File: src/adc_ctrl_pkg.sv
`default_nettype none
package adc_ctrl_pkg;
  // ****************************************
  // register byte addresses
  // ****************************************
  localparam logic [11:0] ADDR_CHANNEL_CONTROL = 12'h000;
  localparam logic [11:0] ADDR_CLOCK_CONFIG    = 12'h004;
  localparam logic [11:0] ADDR_RESULT_HIGH     = 12'h008;
  localparam logic [11:0] ADDR_RESULT_LOW      = 12'h00c;
  localparam logic [11:0] ADDR_IRQ_STATUS      = 12'h010;
  localparam logic [11:0] ADDR_IRQ_MASK        = 12'h014;
  // ****************************************
  // field positions
  // ****************************************
  localparam int ENABLE_BIT   = 0;
  localparam int GO_BIT       = 1;
  localparam int CHS_LSB      = 2;
  localparam int CHS_MSB      = 6;
  localparam int CLKSEL_LSB   = 4;
  localparam int CLKSEL_MSB   = 6;
  localparam int DONE_IRQ_BIT = 0;
  // ****************************************
  // clock select codes and dividers
  // ****************************************
  localparam logic [2:0] CLKSEL_DIV8  = 3'h1;
  localparam logic [2:0] CLKSEL_DIV16 = 3'h5;
  localparam logic [2:0] CLKSEL_DIV32 = 3'h2;
  localparam logic [2:0] CLKSEL_DIV64 = 3'h6;
  localparam logic [1:0] CLKSEL_RC_LO = 2'h3;
  localparam logic [6:0] DIV8  = 7'h08;
  localparam logic [6:0] DIV16 = 7'h10;
  localparam logic [6:0] DIV32 = 7'h20;
  localparam logic [6:0] DIV64 = 7'h40;
  localparam logic [4:0] RC_DIV = 5'h10;
  // ****************************************
  // channel codes
  // ****************************************
  localparam logic [4:0] CHS_RSV_A   = 5'h08;
  localparam logic [4:0] CHS_RSV_B   = 5'h09;
  localparam logic [1:0] CHS_GRP_INT = 2'h0;
  localparam logic [1:0] CHS_GRP_INT2 = 2'h1;
  localparam logic [1:0] CHS_GRP_PIN = 2'h3;
  // ****************************************
  // conversion timing in conversion clocks
  // ****************************************
  localparam logic [3:0] CONV_TADS  = 4'hb;
  localparam logic [1:0] ABORT_TADS = 2'h2;
  localparam int RESULT_W = 10;
endpackage : adc_ctrl_pkg
`default_nettype wire

File: src/adc_clock_divider.sv
`default_nettype none
// ****************************************
// conversion clock enable generator
// ****************************************
module adc_clock_divider (
  // clock and reset
  input  wire logic       clk_sys,
  input  wire logic       reset_n,
  // control
  input  wire logic       run,
  input  wire logic [6:0] divide,
  // enable out
  output logic            tick
);
  logic [6:0] count_q;

  always_ff @(posedge clk_sys or negedge reset_n) begin
    if (!reset_n) begin
      count_q <= 7'h00;
    end else if (!run || tick) begin
      count_q <= 7'h00;
    end else begin
      count_q <= count_q + 7'h01;
    end
  end

  // >= so a smaller divide picked in mid-count cannot wrap the counter
  assign tick = run && (count_q >= divide - 7'h01);
endmodule : adc_clock_divider
`default_nettype wire

File: src/adc_conversion_control.sv
`default_nettype none
module adc_conversion_control #(
  parameter int RESULT_W = adc_ctrl_pkg::RESULT_W
) (
  // clock and reset
  input  wire logic                clk_sys,
  input  wire logic                reset_n,
  // apb slave
  input  wire logic                psel,
  input  wire logic                penable,
  input  wire logic                pwrite,
  input  wire logic [11:0]         paddr,
  input  wire logic [31:0]         pwdata,
  output logic                     pready,
  output logic                     pslverr,
  output logic      [31:0]         prdata,
  // internal rc oscillator enable, one pulse per oscillator period
  input  wire logic                rcOscTick,
  // analog front end
  output logic                     converterPower,
  output logic      [4:0]          channelSelect,
  output logic                     channelValid,
  output logic                     sampleHold,
  output logic                     bitTrial,
  output logic      [3:0]          bitIndex,
  input  wire logic                comparatorHigh,
  // interrupt
  output logic                     irq
);
  // ****************************************
  // state encoding
  // ****************************************
  typedef enum logic [3:0] {
    ST_IDLE    = 4'b0001,
    ST_CONVERT = 4'b0010,
    ST_ABORT   = 4'b0100,
    ST_DONE    = 4'b1000
  } conv_state_e;

  conv_state_e          state_q;
  logic [4:0]           chanSel_q;
  logic                 goBusy_q;
  logic                 enable_q;
  logic [2:0]           clkSel_q;
  logic [RESULT_W-1:0]  result_q;
  logic [RESULT_W-1:0]  sar_q;
  logic [3:0]           tadCount_q;
  logic [1:0]           abortCount_q;
  logic                 doneFlag_q;
  logic                 doneMask_q;
  logic [4:0]           rcCount_q;
  logic                 rcTick;
  logic                 sysTick;
  logic                 tadTick;
  logic                 divRun;
  logic [6:0]           divValue;
  logic                 wrEn;
  logic                 rdEn;
  logic                 convEnd;
  logic                 swClearGo;

  // ****************************************
  // helpers
  // ****************************************
  function automatic logic [6:0] divOf(input logic [2:0] sel);
    case (sel)
      adc_ctrl_pkg::CLKSEL_DIV8:  divOf = adc_ctrl_pkg::DIV8;
      adc_ctrl_pkg::CLKSEL_DIV16: divOf = adc_ctrl_pkg::DIV16;
      adc_ctrl_pkg::CLKSEL_DIV32: divOf = adc_ctrl_pkg::DIV32;
      adc_ctrl_pkg::CLKSEL_DIV64: divOf = adc_ctrl_pkg::DIV64;
      default:                    divOf = 7'h00;
    endcase
  endfunction : divOf

  function automatic logic chanOk(input logic [4:0] c);
    logic [1:0] grp;
    grp = c[4:3];
    chanOk = 1'b0;
    if (grp == adc_ctrl_pkg::CHS_GRP_PIN) begin
      chanOk = 1'b1;
    end else if (grp == adc_ctrl_pkg::CHS_GRP_INT ||
                 grp == adc_ctrl_pkg::CHS_GRP_INT2) begin
      chanOk = (c != adc_ctrl_pkg::CHS_RSV_A) &&
               (c != adc_ctrl_pkg::CHS_RSV_B);
    end
  endfunction : chanOk

  // ****************************************
  // bus decode
  // ****************************************
  assign wrEn    = psel && penable && pwrite;
  assign rdEn    = psel && !penable && !pwrite;
  assign pready  = 1'b1;
  // unmapped addresses answer with an error rather than silently
  assign pslverr = psel && penable &&
                   !(paddr == adc_ctrl_pkg::ADDR_CHANNEL_CONTROL ||
                     paddr == adc_ctrl_pkg::ADDR_CLOCK_CONFIG ||
                     paddr == adc_ctrl_pkg::ADDR_RESULT_HIGH ||
                     paddr == adc_ctrl_pkg::ADDR_RESULT_LOW ||
                     paddr == adc_ctrl_pkg::ADDR_IRQ_STATUS ||
                     paddr == adc_ctrl_pkg::ADDR_IRQ_MASK);

  assign swClearGo = wrEn && goBusy_q &&
                     paddr == adc_ctrl_pkg::ADDR_CHANNEL_CONTROL &&
                     !pwdata[adc_ctrl_pkg::GO_BIT];

  // ****************************************
  // control registers
  // ****************************************
  always_ff @(posedge clk_sys or negedge reset_n) begin
    if (!reset_n) begin
      chanSel_q <= 5'h00;
      enable_q  <= 1'b0;
      clkSel_q  <= 3'h0;
      doneMask_q <= 1'b0;
    end else if (wrEn) begin
      case (paddr)
        adc_ctrl_pkg::ADDR_CHANNEL_CONTROL: begin
          chanSel_q <= pwdata[adc_ctrl_pkg::CHS_MSB:adc_ctrl_pkg::CHS_LSB];
          enable_q  <= pwdata[adc_ctrl_pkg::ENABLE_BIT];
        end
        adc_ctrl_pkg::ADDR_CLOCK_CONFIG: begin
          clkSel_q <=
            pwdata[adc_ctrl_pkg::CLKSEL_MSB:adc_ctrl_pkg::CLKSEL_LSB];
        end
        adc_ctrl_pkg::ADDR_IRQ_MASK: begin
          doneMask_q <= pwdata[adc_ctrl_pkg::DONE_IRQ_BIT];
        end
        default: begin
        end
      endcase
    end
  end

  // ****************************************
  // conversion clock
  // ****************************************
  always_ff @(posedge clk_sys or negedge reset_n) begin
    if (!reset_n) begin
      rcCount_q <= 5'h00;
    end else if (!enable_q) begin
      rcCount_q <= 5'h00;
    end else if (rcOscTick) begin
      rcCount_q <= (rcCount_q == adc_ctrl_pkg::RC_DIV - 5'h01) ?
                   5'h00 : rcCount_q + 5'h01;
    end
  end
  assign rcTick = rcOscTick && (rcCount_q == adc_ctrl_pkg::RC_DIV - 5'h01);

  assign divValue = divOf(clkSel_q);
  assign divRun   = enable_q && (divValue != 7'h00);

  adc_clock_divider u_div (
    .clk_sys (clk_sys),
    .reset_n (reset_n),
    .run     (divRun),
    .divide  (divValue),
    .tick    (sysTick)
  );

  // reserved clock codes give no conversion clock, so a start just stalls
  assign tadTick = (clkSel_q[1:0] == adc_ctrl_pkg::CLKSEL_RC_LO) ?
                   rcTick : sysTick;

  // ****************************************
  // conversion sequencer
  // ****************************************
  // an abort in the completing cycle wins, so the old result stays
  assign convEnd = (state_q == ST_CONVERT) && enable_q && !swClearGo &&
                   tadTick &&
                   (tadCount_q == adc_ctrl_pkg::CONV_TADS - 4'h1);

  always_ff @(posedge clk_sys or negedge reset_n) begin
    if (!reset_n) begin
      state_q      <= ST_IDLE;
      tadCount_q   <= 4'h0;
      abortCount_q <= 2'h0;
    end else begin
      case (state_q)
        ST_IDLE: begin
          tadCount_q <= 4'h0;
          if (goBusy_q && enable_q) begin
            state_q <= ST_CONVERT;
          end
        end
        ST_CONVERT: begin
          if (!enable_q || swClearGo) begin
            state_q      <= ST_ABORT;
            abortCount_q <= 2'h0;
          end else if (convEnd) begin
            state_q <= ST_DONE;
          end else if (tadTick) begin
            tadCount_q <= tadCount_q + 4'h1;
          end
        end
        ST_ABORT: begin
          if (!enable_q) begin
            state_q <= ST_IDLE;
          end else if (tadTick) begin
            if (abortCount_q == adc_ctrl_pkg::ABORT_TADS - 2'h1) begin
              state_q <= ST_IDLE;
            end else begin
              abortCount_q <= abortCount_q + 2'h1;
            end
          end
        end
        ST_DONE: begin
          state_q <= ST_IDLE;
        end
        default: begin
          state_q <= ST_IDLE;
        end
      endcase
    end
  end

  // go bit: set by software, cleared by hardware at end or by software
  always_ff @(posedge clk_sys or negedge reset_n) begin
    if (!reset_n) begin
      goBusy_q <= 1'b0;
    end else if (convEnd || !enable_q) begin
      goBusy_q <= 1'b0;
    end else if (wrEn && paddr == adc_ctrl_pkg::ADDR_CHANNEL_CONTROL) begin
      // a start is refused while the abort gap is still running
      goBusy_q <= pwdata[adc_ctrl_pkg::GO_BIT] &&
                  pwdata[adc_ctrl_pkg::ENABLE_BIT] &&
                  (state_q != ST_ABORT);
    end
  end

  // successive approximation, msb first, one bit per conversion clock
  always_ff @(posedge clk_sys or negedge reset_n) begin
    if (!reset_n) begin
      sar_q <= '0;
    end else if (state_q == ST_IDLE) begin
      sar_q <= '0;
    end else if (state_q == ST_CONVERT && tadTick &&
                 tadCount_q != 4'h0 && !convEnd) begin
      sar_q[RESULT_W[3:0] - tadCount_q] <= comparatorHigh;
    end
  end

  // result only moves on a completed conversion
  always_ff @(posedge clk_sys or negedge reset_n) begin
    if (!reset_n) begin
      result_q <= '0;
    end else if (convEnd) begin
      result_q <= {sar_q[RESULT_W-1:1], comparatorHigh};
    end
  end

  // ****************************************
  // interrupt
  // ****************************************
  always_ff @(posedge clk_sys or negedge reset_n) begin
    if (!reset_n) begin
      doneFlag_q <= 1'b0;
    end else if (convEnd) begin
      doneFlag_q <= 1'b1;
    end else if (wrEn && paddr == adc_ctrl_pkg::ADDR_IRQ_STATUS &&
                 pwdata[adc_ctrl_pkg::DONE_IRQ_BIT]) begin
      doneFlag_q <= 1'b0;
    end
  end
  assign irq = doneFlag_q && doneMask_q;

  // ****************************************
  // read data
  // ****************************************
  always_ff @(posedge clk_sys or negedge reset_n) begin
    if (!reset_n) begin
      prdata <= 32'h0;
    end else if (rdEn) begin
      prdata <= 32'h0;
      case (paddr)
        adc_ctrl_pkg::ADDR_CHANNEL_CONTROL: begin
          prdata[adc_ctrl_pkg::CHS_MSB:adc_ctrl_pkg::CHS_LSB] <= chanSel_q;
          prdata[adc_ctrl_pkg::GO_BIT]     <= goBusy_q;
          prdata[adc_ctrl_pkg::ENABLE_BIT] <= enable_q;
        end
        adc_ctrl_pkg::ADDR_CLOCK_CONFIG:
          prdata[adc_ctrl_pkg::CLKSEL_MSB:adc_ctrl_pkg::CLKSEL_LSB] <= clkSel_q;
        adc_ctrl_pkg::ADDR_RESULT_HIGH:
          prdata[1:0] <= result_q[RESULT_W-1:RESULT_W-2];
        adc_ctrl_pkg::ADDR_RESULT_LOW:
          prdata[7:0] <= result_q[7:0];
        adc_ctrl_pkg::ADDR_IRQ_STATUS:
          prdata[adc_ctrl_pkg::DONE_IRQ_BIT] <= doneFlag_q;
        adc_ctrl_pkg::ADDR_IRQ_MASK:
          prdata[adc_ctrl_pkg::DONE_IRQ_BIT] <= doneMask_q;
        default: begin
        end
      endcase
    end
  end

  // ****************************************
  // front end
  // ****************************************
  assign converterPower = enable_q;
  assign channelSelect  = chanSel_q;
  assign channelValid   = enable_q && chanOk(chanSel_q);
  // hold opens in the first conversion clock; no discharge phase exists,
  // so the capacitor keeps its charge into the next acquisition
  assign sampleHold     = (state_q == ST_CONVERT);
  assign bitTrial       = (state_q == ST_CONVERT) && tadCount_q != 4'h0;
  assign bitIndex       = RESULT_W[3:0] - tadCount_q;

  // ****************************************
  // checks
  // ****************************************
  a_end_loads_flag: assert property (@(posedge clk_sys)
    disable iff (!reset_n) convEnd |=> doneFlag_q && !goBusy_q)
    else $error("completion did not set flag or clear go");
  a_end_result: assert property (@(posedge clk_sys)
    disable iff (!reset_n) convEnd |=> result_q ==
      {$past(sar_q[RESULT_W-1:1]), $past(comparatorHigh)})
    else $error("result not loaded at completion");
  a_result_stable: assert property (@(posedge clk_sys)
    disable iff (!reset_n) !$past(convEnd) |-> $stable(result_q))
    else $error("result changed without completion");
  a_abort_keeps: assert property (@(posedge clk_sys)
    disable iff (!reset_n)
    swClearGo && state_q == ST_CONVERT |=> state_q == ST_ABORT && !goBusy_q)
    else $error("abort not taken");
  a_go_reads_busy: assert property (@(posedge clk_sys)
    disable iff (!reset_n)
    state_q == ST_CONVERT && !swClearGo && enable_q |-> goBusy_q)
    else $error("go bit low during conversion");
  a_flag_sticky: assert property (@(posedge clk_sys)
    disable iff (!reset_n) doneFlag_q && !wrEn |=> doneFlag_q)
    else $error("flag cleared without software");
  a_disable_idle: assert property (@(posedge clk_sys)
    disable iff (!reset_n)
    !enable_q |-> !converterPower ##1 (!goBusy_q && state_q != ST_CONVERT))
    else $error("disabled converter still busy");
  a_tad_count: assert property (@(posedge clk_sys)
    disable iff (!reset_n) convEnd |-> tadCount_q == 4'ha)
    else $error("conversion length not eleven clocks");
  a_reserved_chan: assert property (@(posedge clk_sys)
    disable iff (!reset_n) chanSel_q[4:3] == 2'b10 |-> !channelValid)
    else $error("unimplemented channel routed");
  c_complete: cover property (@(posedge clk_sys) disable iff (!reset_n)
    convEnd);
  c_abort: cover property (@(posedge clk_sys) disable iff (!reset_n)
    state_q == ST_ABORT ##1 state_q == ST_IDLE);
  c_irq: cover property (@(posedge clk_sys) disable iff (!reset_n) irq);
endmodule : adc_conversion_control
`default_nettype wire

File: config.mk
export PLATFORM = sky130hd
export DESIGN_NAME = adc_conversion_control
export DESIGN_NICKNAME = d
export VERILOG_FILES = /design/src/adc_ctrl_pkg.sv /design/src/adc_clock_divider.sv /design/src/adc_conversion_control.sv
export SDC_FILE = /design/constraint.sdc
export NUM_CORES = 1
export LEC_CHECK = 0
export CELL_PAD_IN_SITES_DETAIL_PLACEMENT = 2
export CELL_PAD_IN_SITES_GLOBAL_PLACEMENT = 2
export CORE_MARGIN = 1
export CORE_UTILIZATION = 39
export DETAILED_ROUTE_END_ITERATION = 8
export DONT_BUFFER_PORTS = 1
export GPL_TIMING_DRIVEN = 0
export PLACE_DENSITY_LB_ADDON = 0.1
export SETUP_SLACK_MARGIN = 0.4
export SYNTH_ARGS = -nofsm -noshare
export SYNTH_HDL_FRONTEND = slang
export SYNTH_SLANG_ARGS = --single-unit
File: constraint.sdc
create_clock -name clk_sys -period 3.2 [get_ports clk_sys]
set_clock_uncertainty 0.05 [all_clocks]
set_input_delay 0.16 -clock clk_sys [delete_from_list [all_inputs] [get_ports clk_sys]]
set_output_delay 0.16 -clock clk_sys [all_outputs]
set_load 0.02 [all_outputs]
# --- After elaboration in Yosys (flattened, before gate mapping) ---
# Cells that the tools add are included.
totals:
  register_bits: 62
  inputBits: 51
  out_inout_bits: 48
  elab_cells: 155
classes:
  n_addsub: 6
  n_lt_le_gt_ge: 3
  eq_ne: 33
  muxes: 38
  n_reduce_logical: 61
ops:
  columns: ["operator", "n"]
  rows:
  - ["$mux W4", 9]
  - ["$logic_and A1 B1 Y1", 29]
  - ["$pmux W7 S4", 1]
  - ["$eq A12 B4 Y1 const B", 2]
  - ["$eq A12 B5 Y1 const B", 2]
  - ["$mux W10", 2]
  - ["$mux W5", 3]
  - ["$ne A2 B2 Y1 const B", 7]
  - ["$eq A12 B3 Y1 const B", 1]
  - ["$logic_not A12 Y1", 1]
  - ["$pmux W4 S3", 1]
  - ["$bwmux W10", 1]
  - ["$ne A5 B4 Y1 const B", 2]
  - ["$reduce_bool A2 Y1", 5]
  - ["$logic_or A1 B1 Y1", 9]
  - ["$mux W1", 9]
  - ["$pmux W3 S3", 1]
  - ["$logic_not A1 Y1", 8]
  - ["$mux W2", 4]
  - ["$pmux W2 S2", 2]
  - ["$pmux W4 S2", 1]
  - ["$reduce_and A4 Y1", 2]
  - ["$add A7 B1 Y7 const B", 1]
  - ["$ge A7 B7 Y1", 1]
  - ["30 further kinds", 37]

# --- Longest topological paths before layout ---
depth:
  word_depth: 13
  depth_mapped: 12
  ltp_nobuf: 11

# --- Modules after synthesis ---
# From an unflattened synthesis, not the netlist that was laid out.
unflattened:
  hier_cells: 375
  hier_area_um2: 3703.6
modules_own_cells:
  columns: ["mod", "n_inst", "cells_per_inst", "area_per_inst_um2", "seq_area_each_um2"]
  rows:
  - ["adc_conversion_control", 1, 314, 3141.8, 1352.5]
  - ["adc_clock_divider", 1, 61, 561.8, 175.2]

# --- Least setup slack after synthesis ---
# OpenSTA, ideal clock, no wires.
synth_path:
  kind: "flip-flop to flip-flop"
  start: "register clkSel_q[1]"
  end: "register sar_q[8]"
  arrival_time_ns: 2.636
  required_time_ns: 3.019
  slack_ns: 0.382
  stages_incl_launch_ff: 13
  path_buffers: 1
  synth_period_minus_slack_ns: 2.818
  path_cell_list: "dfrtp_1 > nand2b_1 > nor2_1 > inv_1 > ha_1 > xnor2_1 > ha_1 > nand3_1 > or3_1 > a311oi_1 > buf_2 > nand4_1 > mux2i_1"
synth_via:
  elab_chain_len: 11
synth_rtl:
  columns: ["element", "line_no", "rtl"]
  rows:
  - ["start, declared", "adc_conversion_control.sv:44", "logic [2:0] clkSel_q;"]
  - ["start signal, assigned", "adc_conversion_control.sv:123", "clkSel_q <="]
  - ["$eq A3 B3 Y1 (tied with other cells)", "adc_conversion_control.sv:66", "case (sel)"]
  - ["$pmux W7 S4", "adc_conversion_control.sv:66", null]
  - ["$sub A7 B1 Y7 / $reduce_bool A7 Y1 (equally long branches)", "adc_clock_divider.sv:28, adc_conversion_control.sv:151", null]
  - ["$ge A7 B7 Y1 / $logic_and A1 B1 Y1 (equally long branches)", "adc_clock_divider.sv:28, adc_conversion_control.sv:151", null]
  - ["$logic_and A1 B1 Y1", "adc_clock_divider.sv:28", "assign tick = run && (count_q >= divide - 7'h01);"]
  - ["$mux W1 *", "adc_conversion_control.sv:162", "assign tadTick = (clkSel_q[1:0] == adc_ctrl_pkg::CLKSEL_RC_LO) ?"]
  - ["$logic_and A1 B1 Y1", "adc_conversion_control.sv:169", "assign convEnd = (state_q == ST_CONVERT) && enable_q && !swClearGo &&"]
  - ["$logic_and A1 B1 Y1", "adc_conversion_control.sv:170", "tadTick &&"]
  - ["$logic_not A1 Y1", "adc_conversion_control.sv:238", "tadCount_q != 4'h0 && !convEnd) begin"]
  - ["$logic_and A1 B1 Y1 *", "adc_conversion_control.sv:238", null]
  - ["$reduce_bool A2 Y1 (no source line) *", null, null]
  - ["end signal, assigned by index", "adc_conversion_control.sv:239", "sar_q[RESULT_W[3:0] - tadCount_q] <= comparatorHigh;"]
  - ["end, declared", "adc_conversion_control.sv:46", "logic [RESULT_W-1:0] sar_q;"]
# Mark *: on every way between the ends. The rest lies on a longest branch, timed or not.
# A chain may end at the register's enable or synchronous reset.

# --- Worst setup path in the final report ---
# Ends and elaborated chain as after synthesis.

==> results.md <==
- Run status: finished, violations left
- Failing checks: DRC
- Worst r2r dst: sar_q[8]
- Post-synth EDFFs: 0
- Flop2flop setup slack: ~340 ps
- Largest net degree at the start of global routing: between 60 and 70
- CORE AREA: around 9000 um2
- Antenna Nets Post-Route: 0
- Arr. time, crit path: 3010 ps
- Critical path endpoint category: flip-flop
- Port bufs: 0
- Drt pass-1 iters: 8
- Synth unique cells: 58
- Hold Crit Start: paddr[7]
- RSZ-0062 raised after global routing: yes
- DIE WIDTH: about 100 um
- Crit-path max FO: 5
- CTS root buffer: clkbuf_8
- Slowest stage cell on the critical path: dfrtp_2
- GR Overflow Total: 0
- Hold Crit Class: in -> reg
- Endpoints failing setup: 0
- Cells after Synth: 358
- Highest routed layer: met4
- Starting DRT DRC Count: 101
- Initial Utilization: 40.9%
- PD cells: 359 nW/um2
- Leakage: 2.13 nW
- Routed len/inst: 20.7 um
- DRT Wirelength: between 10,000 and 15,000 um
- Fill cell count: 920
- Vias per cell: 5.50
- Ys flop type: dfrtp_1
- Num CTS Buffers: 9
- Top Ports: just under 100
- Layout net count: 482
- WL met2: 5740 um
- Die span in y: 98.3 um
- Cell count of the worst hold path: 2
- Hold Crit Endpoint: prdata[0]
- WP buf/inv: 3
- Syn Std Cell Area: 3620 um2
- DR vias: 2,916
- Longest Clk Path Bufs: 2
- Ant diodes: 0
- Period Utilization, post-route: 89.3%
- Final hold viol count: 0
- Initial antenna violation count: 0
- FF-to-FF Start: clkSel_q[1]
- Worst Setup Start Kind: flip-flop
- Area growth, synth to finish: 24.1%
- Placed wire-length estimate: 6920 um
- Mapped Avg Cell Area: 10.1 um2
- CP Cell Sequence: nand2b_4 -> nor2_4 -> inv_1 -> ha_4 -> xnor2_4 -> ha_4 -> nand3_2 -> or3_4 -> a311oi_4 -> buf_6 -> buf_6 -> nand4_1 -> mux2i_1
- VDD IR max: 0.000181 V
- R2r worst-path depth: 13
- Register area share after synthesis: 42.2%
- Total Routing Usage GR: 22.8%
- Post-route design area: 4490 um2
- Async S/R FF share, synth: 100%
- Share of cells above drive strength 1: 27.0%
- Worst-Margin Slew: 1210 ps
- Sink Count: 61
- Final hold slack: 9.52 ps
- Slew Limit Fails: 0
- YS warnings: 0
- Setup WS post-layout: 342 ps
- CP peak stage delay: 410 ps
- Slew HR: a little under a fifth
- Drc violations: 5
- Met3 routed WL: 357 um
- Met1 Wirelength: 4740 um
- Die Footprint: between 9000 and 10,000 um2
- Top Family by Delay on Critical Path: simple AND/OR/NAND/NOR gates
- Synth Register Bits: 61
- First-pass GRT wire length: 16,900 um
- Clock Latency Late Sink: 350 ps
- Critical path class: reg -> reg
- Max-capacitance violation count: 0
- Final min period: 2860 ps
- Vias in the first global route: 3,209
- Placed instance area: approximately 3800 um2
- DP Worst Slack: -83.4 ps
- RD Place Congestion: approximately 0.75
- CP Data Required Time: 3360 ps
- CTS tree: yes
- CTS H-tree lvls: 3
- Clock transition at the registers of the reported paths: 70 ps
- Max frequency: 0.350 GHz
- Total chip power: 0.00161 W
- # rows: 34
## cell usage after synthesis, types with 6 or more instances
cell | number | area share, %
a21oi_1 | 10 | 1.4
and3_1 | 10 | 1.7
nand2_1 | 40 | 4.1
o21ai_0 | 12 | 1.7
clkbuf_1 | 9 | 0.93
mux2_2 | 12 | 3.7
nor3_1 | 9 | 1.2
nor2_1 | 15 | 1.6
nand3_1 | 17 | 2.4
buf_4 | 26 | 5.4
inv_1 | 14 | 1.5
xor2_1 | 6 | 1.5
dfrtp_1 | 60 | 41
mux2_4 | 9 | 3.7
mux2i_1 | 15 | 4.1
ha_1 | 14 | 4.8
## where the power goes
group          internal, W  switching (W)
logic            0.0000392      0.0000628
clock network     0.000423       0.000318
registers         0.000771    0.000000396
## cell families (layout without fill, tap and decap cells)
family | after synthesis | count (layout) | share of synthesized area, %
AO/OA/AOI/OAI | 57 | 57 | 11.4
XOR/XNOR | 10 | 10 | 2.42
adder cells (fa/ha/maj) | 14 | 14 | 4.84
buffers and inverters | 53 | 94 | 8.50
flip-flops | 61 | 61 | 42.2
multiplexers | 36 | 36 | 11.6
other | 2 | 25 | 0.207
AND/OR/NAND/NOR | 125 | 125 | 18.8
## flip-flops by register name, summed over array words and instances, names as in the netlist, 4 cells and up
name,flops
channelSelect,5
prdata,8
rcCount_q,5
result_q,10
sar_q,9
state_q,4
tadCount_q,4
u_div.count_q,7
## timing repair
action / 4_1_cts / 5_1_grt
hold endpoints to repair: 74 / 0
endpoints found under the setup margin: 37 / 30
setup buffers: 8 / 4
cloned: 1 / 0
hold buffers: 12 / 0
resized for setup: 22 / 18
pin swaps: 9 / 7
## cell type report
| type | count | area, um2 | share of cell area (%) |
|---|---|---|---|
| tap | 108 | 135 | 3.01 |
| inverter | 14 | 52.6 | 1.17 |
| clock buffer | 13 | 169 | 3.76 |
| clock inverter | 3 | 42.5 | 0.947 |
| sequential | 61 | 1530 | 34.1 |
| multi-input combinational | 267 | 2040 | 45.5 |
| timing repair buffer | 25 | 254 | 5.66 |
| buffer | 39 | 265 | 5.91 |
## stage by stage
stage | util (%) | setup TNS [ps] | std cells
2_1_floorplan | - | 0 | 381
3_3_place_gp | 43.5 | 0 | 489
3_5_place_dp | 43.5 | -469 | 489
4_1_cts | 49.3 | 0 | 526
5_1_grt | 50.7 | 0 | 530
6_report | 50.7 | 0 | 530
## per-layer routing
metal	vias to the layer above	track usage (%)
met5	-	0
met4	0	8.50
met3	10	4.15
met2	52	39.9
met1	1489	28.0
li1	1365	-
## cell usage in the layout (no fill, tap or decap), types with 13 or more instances in the layout
cell and count:
conb_1 25, mux2i_1 15, inv_1 14, nor2_1 13
buf_4 34, nand2_1 40, dfrtp_1 58
## worst max path at each step
stage,start,endpoint,slack (ps),cells past startpoint
4_1_cts,clkSel_q[1],sar_q[8],270,12
3_5_place_dp,clkSel_q[1],sar_q[8],-80,12
2_1_floorplan,clkSel_q[1],result_q[4],420,12
6_report,clkSel_q[1],sar_q[8],340,13
3_3_place_gp,clkSel_q[1],sar_q[8],30,12
5_1_grt,clkSel_q[1],sar_q[8],240,13
No activity file was read; power rests on OpenSTA's default activity.
